File: src/core/ssp_regs.vh
// Constants for the synchronous SRAM port control block
`ifndef SSP_REGS_VH
`define SSP_REGS_VH
`define SSP_ADDR_W 20
`define SSP_DATA_W 32
`define SSP_LANES 4
`define SSP_SYNC_STAGES 3
`define SSP_ORDER_RST 1'b1
`define SSP_OE_N_RST 1'b1
`define SSP_OP_IDLE 2'h0
`define SSP_OP_READ 2'h1
`define SSP_OP_WRITE 2'h2
`define SSP_BURST_START 2'h0
`define SSP_BURST_STEP 2'h1
`endif

File: src/core/ssp_buf2.v
// Two-entry buffer with registered outputs and honest back-pressure
`timescale 1ns/1ps
module ssp_buf2 #(
    parameter W = 8
) (
    input wire clk_i,
    input wire rst_n_i,
    input wire en_i,
    input wire in_valid_i,
    output wire in_ready_o,
    input wire [W-1:0] in_data_i,
    output wire out_valid_o,
    input wire out_ready_i,
    output wire [W-1:0] out_data_o
);
    reg main_valid_q;
    reg skid_valid_q;
    reg in_ready_q;
    reg [W-1:0] main_q;
    reg [W-1:0] skid_q;
    wire push = in_valid_i & ~skid_valid_q;
    wire pop = main_valid_q & out_ready_i;

    // Ready mirrors an empty skid slot in its own flop, so no gate sits on the port
    assign in_ready_o = in_ready_q;
    assign out_valid_o = main_valid_q;
    assign out_data_o = main_q;

    // Main slot feeds the output, skid slot catches a word while output stalls
    always @(posedge clk_i) begin
        if (!rst_n_i) begin
            main_valid_q <= 1'b0;
            skid_valid_q <= 1'b0;
            in_ready_q <= 1'b1;
            main_q <= {W{1'b0}};
            skid_q <= {W{1'b0}};
        end else if (en_i) begin
            if (!main_valid_q || pop) begin
                if (skid_valid_q) begin
                    main_q <= skid_q;
                    main_valid_q <= 1'b1;
                    skid_valid_q <= push;
                    in_ready_q <= ~push;
                    skid_q <= in_data_i;
                end else begin
                    main_q <= in_data_i;
                    main_valid_q <= push;
                end
            end else if (push) begin
                skid_q <= in_data_i;
                skid_valid_q <= 1'b1;
                in_ready_q <= 1'b0;
            end
        end
    end
endmodule

File: src/core/ssp_port.v
// Host-facing port control of a pipelined burst SRAM
//
// Summary of operation
// - First select is active low, sampled per edge
// - Second select is active high, sampled per edge
// - Third select is active low, sampled per edge
// - Output enable low drives, high floats data
// - Float on write data, emergence, deselect
// - Edge ignored while clock qualifier high
// - Qualifier high holds state, no deselect
// - Input data captured on rising edge
// - Read data from previous edge's address
// - Parity lanes follow data, own byte select
// - Strap high interleaved, low linear order
// - Unconnected strap defaults high, interleaved
// - Access starts only with all selects active
// - Bursts step two low bits, wrap four
// - Deselect floats outputs after next edge
`timescale 1ns/1ps
`include "ssp_regs.vh"
module ssp_port (
    input wire clk_i,
    input wire rst_n_i,
    input wire clock_qualify_n_i,
    input wire select_low_first_n_i,
    input wire select_high_i,
    input wire select_low_second_n_i,
    input wire write_n_i,
    input wire advance_or_load_i,
    input wire [`SSP_ADDR_W-1:0] addr_i,
    input wire [`SSP_LANES-1:0] byte_write_select_n_i,
    input wire output_enable_n_i,
    input wire burst_order_strap_i,
    input wire [`SSP_DATA_W-1:0] byte_data_lanes_i,
    output wire [`SSP_DATA_W-1:0] byte_data_lanes_o,
    output wire byte_data_lanes_oe_o,
    input wire [`SSP_LANES-1:0] byte_parity_lanes_i,
    output wire [`SSP_LANES-1:0] byte_parity_lanes_o,
    output wire byte_parity_lanes_oe_o,
    output wire [`SSP_ADDR_W-1:0] core_rd_addr_o,
    input wire [`SSP_DATA_W-1:0] core_rd_data_i,
    input wire [`SSP_LANES-1:0] core_rd_par_i,
    output wire core_wr_valid_o,
    input wire core_wr_ready_i,
    output wire [`SSP_ADDR_W-1:0] core_wr_addr_o,
    output wire [`SSP_LANES-1:0] core_wr_mask_o,
    output wire [`SSP_DATA_W-1:0] core_wr_data_o,
    output wire [`SSP_LANES-1:0] core_wr_par_o,
    output wire wr_buf_ready_o,
    output wire burst_order_o
);
    localparam BUF_W = `SSP_ADDR_W + 2 * `SSP_LANES + `SSP_DATA_W;

    // Qualifier low recognises the edge; the access pipeline and write buffer hang off this
    wire ce = ~clock_qualify_n_i;
    // All three selects must be at their active levels together
    wire sel = ~select_low_first_n_i & select_high_i & ~select_low_second_n_i;

    // Stage one holds the access taken at the last qualified edge: its kind,
    // its burst base and count, and the address the core is looking at.
    // Stage two marks the edge whose data pins carry the write word, so the
    // write data arrives two qualified edges after its address.
    // Read data is registered once more on its way out, which is where the
    // single cycle of read latency comes from.
    reg [1:0] op1_q;
    reg [1:0] op_d;
    reg [`SSP_ADDR_W-1:0] base_q;
    reg [`SSP_ADDR_W-1:0] base_d;
    reg [1:0] cnt_q;
    reg [1:0] cnt_d;
    reg [1:0] low_d;
    reg [`SSP_ADDR_W-1:0] addr1_q;
    reg [`SSP_LANES-1:0] bw1_q;
    reg wr2_q;
    reg [`SSP_ADDR_W-1:0] addr2_q;
    reg [`SSP_LANES-1:0] bw2_q;
    reg rd_phase_q;
    reg rd_phase_d;
    reg [`SSP_DATA_W-1:0] dout_q;
    reg [`SSP_LANES-1:0] pout_q;
    reg lanes_oe_q;
    reg [`SSP_SYNC_STAGES-1:0] oe_sync_q;
    reg oe_n_q;
    reg [`SSP_SYNC_STAGES-1:0] strap_sync_q;
    reg strap_q;
    reg order_q;

    // Async pins: three flops, a change counts once stages two and three agree.
    // The strap chain keeps shifting in reset, because the burst order is
    // taken there; resetting it would pin the order to its default for good.
    // The enable chain restarts from the floating level, so the lanes stay
    // quiet for a few cycles after reset until the pin has been seen twice.
    always @(posedge clk_i) begin
        strap_sync_q <= {strap_sync_q[1:0], burst_order_strap_i};
        if (!rst_n_i) begin
            oe_sync_q <= {`SSP_SYNC_STAGES{`SSP_OE_N_RST}};
            oe_n_q <= `SSP_OE_N_RST;
            // Until the chain agrees the strap reads high, as a floating pin does
            if (strap_sync_q[1] == strap_sync_q[2]) begin
                strap_q <= strap_sync_q[2];
            end else begin
                strap_q <= `SSP_ORDER_RST;
            end
        end else begin
            oe_sync_q <= {oe_sync_q[1:0], output_enable_n_i};
            if (oe_sync_q[1] == oe_sync_q[2]) begin
                oe_n_q <= oe_sync_q[2];
            end
            if (strap_sync_q[1] == strap_sync_q[2]) begin
                strap_q <= strap_sync_q[2];
            end
        end
    end

    // Strap is caught while reset is held; a change in operation is ignored
    always @(posedge clk_i) begin
        if (!rst_n_i) begin
            order_q <= strap_q;
        end
    end

    // Load or advance decision and the burst address of this edge
    always @* begin
        op_d = op1_q;
        base_d = base_q;
        cnt_d = cnt_q;
        if (!advance_or_load_i) begin
            base_d = addr_i;
            cnt_d = `SSP_BURST_START;
            if (sel) begin
                op_d = write_n_i ? `SSP_OP_READ : `SSP_OP_WRITE;
            end else begin
                op_d = `SSP_OP_IDLE;
            end
        end else if (op1_q != `SSP_OP_IDLE) begin
            cnt_d = cnt_q + `SSP_BURST_STEP;
        end
        // Only the two low bits move; two-bit count wraps after four
        if (order_q) begin
            low_d = base_d[1:0] ^ cnt_d;
        end else begin
            low_d = base_d[1:0] + cnt_d;
        end
        rd_phase_d = (op1_q == `SSP_OP_READ);
    end

    // Access pipeline; a held qualifier freezes it without deselecting
    always @(posedge clk_i) begin
        if (!rst_n_i) begin
            op1_q <= `SSP_OP_IDLE;
            base_q <= {`SSP_ADDR_W{1'b0}};
            cnt_q <= `SSP_BURST_START;
            addr1_q <= {`SSP_ADDR_W{1'b0}};
            bw1_q <= {`SSP_LANES{1'b1}};
            wr2_q <= 1'b0;
            addr2_q <= {`SSP_ADDR_W{1'b0}};
            bw2_q <= {`SSP_LANES{1'b1}};
            rd_phase_q <= 1'b0;
            dout_q <= {`SSP_DATA_W{1'b0}};
            pout_q <= {`SSP_LANES{1'b0}};
        end else if (ce) begin
            op1_q <= op_d;
            base_q <= base_d;
            cnt_q <= cnt_d;
            addr1_q <= {base_d[`SSP_ADDR_W-1:2], low_d};
            bw1_q <= byte_write_select_n_i;
            wr2_q <= (op1_q == `SSP_OP_WRITE);
            addr2_q <= addr1_q;
            bw2_q <= bw1_q;
            // Read data latched one edge after its address was taken
            rd_phase_q <= rd_phase_d;
            if (rd_phase_d) begin
                dout_q <= core_rd_data_i;
                pout_q <= core_rd_par_i;
            end
        end
    end

    // Drive only in a read data phase with output enable low; deselect, write
    // data phase and the clock after leaving deselect never have rd_phase set.
    // Updated even when the edge is masked, since output enable is not clocked.
    always @(posedge clk_i) begin
        if (!rst_n_i) begin
            lanes_oe_q <= 1'b0;
        end else begin
            lanes_oe_q <= (ce ? rd_phase_d : rd_phase_q) & ~oe_n_q;
        end
    end

    // Write data sampled from the pins at the data-phase edge
    wire push = ce & wr2_q;
    wire [BUF_W-1:0] push_word = {addr2_q, ~bw2_q, byte_data_lanes_i, byte_parity_lanes_i};
    wire [BUF_W-1:0] pop_word;

    // A stalled core would otherwise lose a write, as the port cannot wait
    ssp_buf2 #(
        .W(BUF_W)
    ) u_wbuf (
        .clk_i(clk_i),
        .rst_n_i(rst_n_i),
        .en_i(ce),
        .in_valid_i(push),
        .in_ready_o(wr_buf_ready_o),
        .in_data_i(push_word),
        .out_valid_o(core_wr_valid_o),
        .out_ready_i(core_wr_ready_i),
        .out_data_o(pop_word)
    );

    assign core_wr_addr_o = pop_word[BUF_W-1 -: `SSP_ADDR_W];
    assign core_wr_mask_o = pop_word[`SSP_DATA_W + 2*`SSP_LANES - 1 -: `SSP_LANES];
    assign core_wr_data_o = pop_word[`SSP_DATA_W + `SSP_LANES - 1 -: `SSP_DATA_W];
    assign core_wr_par_o = pop_word[`SSP_LANES-1:0];
    assign core_rd_addr_o = addr1_q;
    assign byte_data_lanes_o = dout_q;
    assign byte_parity_lanes_o = pout_q;
    assign byte_data_lanes_oe_o = lanes_oe_q;
    assign byte_parity_lanes_oe_o = lanes_oe_q;
    assign burst_order_o = order_q;
endmodule

File: config.mk
export PLATFORM = sky130hd
export DESIGN_NAME = ssp_port
export DESIGN_NICKNAME = d
export VERILOG_FILES = /design/src/core/ssp_buf2.v /design/src/core/ssp_port.v
export VERILOG_INCLUDE_DIRS = /design/src /design/src/core
export SDC_FILE = /design/constraint.sdc
export NUM_CORES = 1
export LEC_CHECK = 0
export ABC_AREA = 1
export BUFFER_PORTS_ARGS = -buffer_cell sky130_fd_sc_hd__clkbuf_2
export CELL_PAD_IN_SITES_DETAIL_PLACEMENT = 1
export CELL_PAD_IN_SITES_GLOBAL_PLACEMENT = 1
export CORE_AREA = 2 2 173 124
export CTS_BUF_LIST = sky130_fd_sc_hd__clkbuf_2 sky130_fd_sc_hd__clkbuf_4 sky130_fd_sc_hd__clkbuf_8
export CTS_CLUSTER_SIZE = 28
export DETAILED_ROUTE_END_ITERATION = 12
export DIE_AREA = 0 0 175 126
export MAX_ROUTING_LAYER = met4
export PLACE_DENSITY_LB_ADDON = 0.1
export SKIP_CTS_REPAIR_TIMING = 1
export SYNTH_ARGS = -nofsm -noshare
export SYNTH_HDL_FRONTEND = slang
export SYNTH_SLANG_ARGS = --single-unit
File: constraint.sdc
create_clock -name clk_i -period 4.1 [get_ports clk_i]
set_input_delay 0.82 -clock clk_i [delete_from_list [all_inputs] [get_ports clk_i]]
set_output_delay 0.82 -clock clk_i [all_outputs]
set_load 0.02 [all_outputs]
==> impl_metrics.json <==
{
  "syn-cell-area_um2": 8470,
  "skew_ns": 0.0158,
  "crit_family": "buffers and inverters",
  "worst_pin_slew_ns": 0.842,
  "clk_pin_slew_ns": 0.06,
  "grt_max_degree": 151,
  "crit_slowest_cell": "inv_4",
  "syn-mean-instance-area_um2": 7.77,
  "synth-edff-count": 2,
  "crit_fanout": 64,
  "clockBufferDepth": 3,
  "path_class": "in -> reg",
  "ys_warn_count": 0,
  "die_x_um": 175,
  "antenna_found_initial": 1,
  "fin_ws_ns": 1.57,
  "worstHoldPathType": "reg -> reg",
  "powerDensity_nw_per_um2": 477,
  "io_buffers": 227,
  "dr.pass1.iters": 4,
  "post-place-ws_ns": 0.995,
  "finalSetupTns_ns": 0,
  "rsz0062_at_grt": "no",
  "drc": 0,
  "gr-total-overflow": 0,
  "worstSetupEndpointType": "flip-flop",
  "ir_drop_mv": 0.252,
  "area_growth_pct": 20.0,
  "whs_ns": 0.338,
  "routedWlPerCell_um": 14.9,
  "p_leak_nw": 4.49,
  "async_reset_ff_share_pct": 0,
  "core_um2": 20400,
  "hold_viol": 0,
  "critPathRequiredTime_ns": 4.50,
  "grt_pass1_vias": 7675,
  "relSlewSlack_pct": 43.8,
  "worst_setup_path_start_kind": "input port",
  "cpPeakStageDelay_ns": 0.73,
  "die-area_um2": 22100,
  "setup_viol": 0,
  "crit_path_cell_trace": "clkbuf_2 -> inv_4 -> nand3_2 -> nand2_2 -> nand2_4 -> inv_4 -> nand2_1 -> nand2_1 -> nor2_1",
  "fmax_ghz": 0.395,
  "grtUsageTotal_pct": 21.8,
  "ys_ff_latch": 225,
  "arrival_ns": 2.94,
  "cts_max_level": 2,
  "place_congestion": 0.734,
  "cts_sinks": 225,
  "syn_inst": 1090,
  "dp.final_hpwl_um": 14300,
  "status": "finished clean",
  "max_cap_viol_count": 0,
  "dominantRegCellSynth": "dfxtp_1",
  "grt_pass1_wl_um": 38500,
  "finalCritPeriodShare_pct": 61.8,
  "routed_wirelength_um": 23300,
  "ctsRootBufferMaster": "clkbuf_8",
  "drt_first_iter_violations": 306,
  "worst-path-buf-inv": 3,
  "ys_seq_area_share_pct": 53.4,
  "ioPinCount": 228,
  "vias": 7657,
  "finalCriticalPeriod_ns": 2.53,
  "slew_violations": 0,
  "die_h_um": 126,
  "numCtsBuffers": 37,
  "drive_gt1_share_pct": 24.0,
  "cts_tree": "yes",
  "row_count": 44,
  "syn_nets": 1199,
  "ys_types": 27,
  "start_util_pct": 41.5,
  "ant_nets": 0,
  "clk_latency_ns": 0.52,
  "layout.nets": 1373,
  "vias_per_cell": 4.91
}
==> power breakdown <==
part | switching (mW) | leakage [nW] | internal, mW | total, mW
combinational | 0.363 | 2.27 | 0.196 | 0.558
clock | 0.846 | 0.370 | 1.04 | 1.89
sequential | 0.0758 | 1.85 | 2.32 | 2.40
total | 1.28 | 4.49 | 3.56 | 4.84
==> cells by family after synthesis <==
kind of cell	share of synthesized area, %
AND/OR/NAND/NOR	21.6
adder cells (fa/ha/maj)	0.295
flip-flops	53.4
AO/OA/AOI/OAI	17.1
buffers and inverters	7.61
==> routing by layer <==
| layer | GRT usage [%] | up-vias | share of wire, % |
|---|---|---|---|
| met3 | 4.98 | 32 | 5.7 |
| met2 | 34.3 | 165 | 44 |
| met5 | - | - | 0 |
| met1 | 28.3 | 3551 | 49 |
| li1 | - | 3909 | - |
| met4 | 6.27 | 0 | 1.7 |
==> placed cells by master (no fill, tap or decap), types with 4 or more instances in the layout <==
cell,Yosys,routed
nor2_1,288,288
clkbuf_2,2,226
dfxtp_1,223,222
o21ai_0,159,159
nand2_1,156,156
a31oi_1,56,56
clkbuf_8,0,40
o21ai_1,39,39
a21oi_1,17,17
clkbuf_4,0,17
inv_1,14,14
nand3_1,14,14
buf_4,29,5
or2_2,4,4
==> per-stage QoR <==
step / utilization, % / power (mW) / instances / instance area, µm²
5_1_grt: 49.8 / 5.10 / 1561 / 10200
3_3_place_gp: 46.4 / 3.00 / 1501 / 9470
6_report: 49.8 / 4.84 / 1561 / 10200
4_1_cts: 49.8 / 4.92 / 1560 / 10200
2_1_floorplan: - / 2.82 / 1090 / 8470
3_5_place_dp: 46.4 / 3.01 / 1501 / 9470
==> synthesized netlist by cell type, types with 2 or more instances <==
| cell type | count | area, µm² |
|---|---|---|
| a21oi_1 | 17 | 85.1 |
| buf_6 | 8 | 90.1 |
| a211oi_1 | 2 | 15.0 |
| or2_2 | 4 | 25.0 |
| dfxtp_1 | 223 | 4460 |
| nand2_1 | 156 | 586 |
| a31oi_1 | 56 | 350 |
| ha_1 | 2 | 25.0 |
| clkbuf_2 | 2 | 10.0 |
| nand3_2 | 2 | 20.0 |
| edfxtp_1 | 2 | 60.1 |
| o21ai_1 | 39 | 195 |
| nor3_1 | 2 | 10.0 |
| nor2_1 | 288 | 1080 |
| nand3_1 | 14 | 70.1 |
| o21ai_0 | 159 | 796 |
| clkbuf_1 | 43 | 161 |
| buf_2 | 17 | 85.1 |
| buf_4 | 29 | 218 |
| inv_4 | 2 | 12.5 |
| inv_2 | 3 | 11.3 |
| nand2_4 | 2 | 22.5 |
| inv_1 | 14 | 52.6 |
==> sequential cells by signal, indices dropped and copies added, names as in the netlist, 2 cells and up <==
register             flops
bw1_q                    4
u_wbuf.out_data_o       60
addr2_q                 20
bw2_q                    4
u_wbuf.skid_q           60
oe_sync_q                3
base_q                  20
op1_q                    2
strap_sync_q             3
byte_parity_lanes_o      4
core_rd_addr_o           2
cnt_q                    2
byte_data_lanes_o       32
==> final cells by class <==
class	instances	area, µm²
well taps	276	345
repair buffers	234	1220
clock inverters	2	12.5
inverters	20	81.3
multi-input cells	746	3300
clock buffers	57	678
diodes	1	2.50
flip-flops and latches	225	4530
fillers	2614	10300
==> path summary, 6_finish.rpt <==
path                       start           endpoint  slack (ns)  cells past startpoint
max            clock_qualify_n_i  u_wbuf.skid_q[38]        1.57                      9
min              strap_sync_q[0]    strap_sync_q[1]        0.34                      0
max reg2reg  u_wbuf.skid_valid_q  u_wbuf.skid_q[38]        1.60                      8
min reg2reg      strap_sync_q[0]    strap_sync_q[1]        0.34                      0
(Power assumes the default switching activity.)
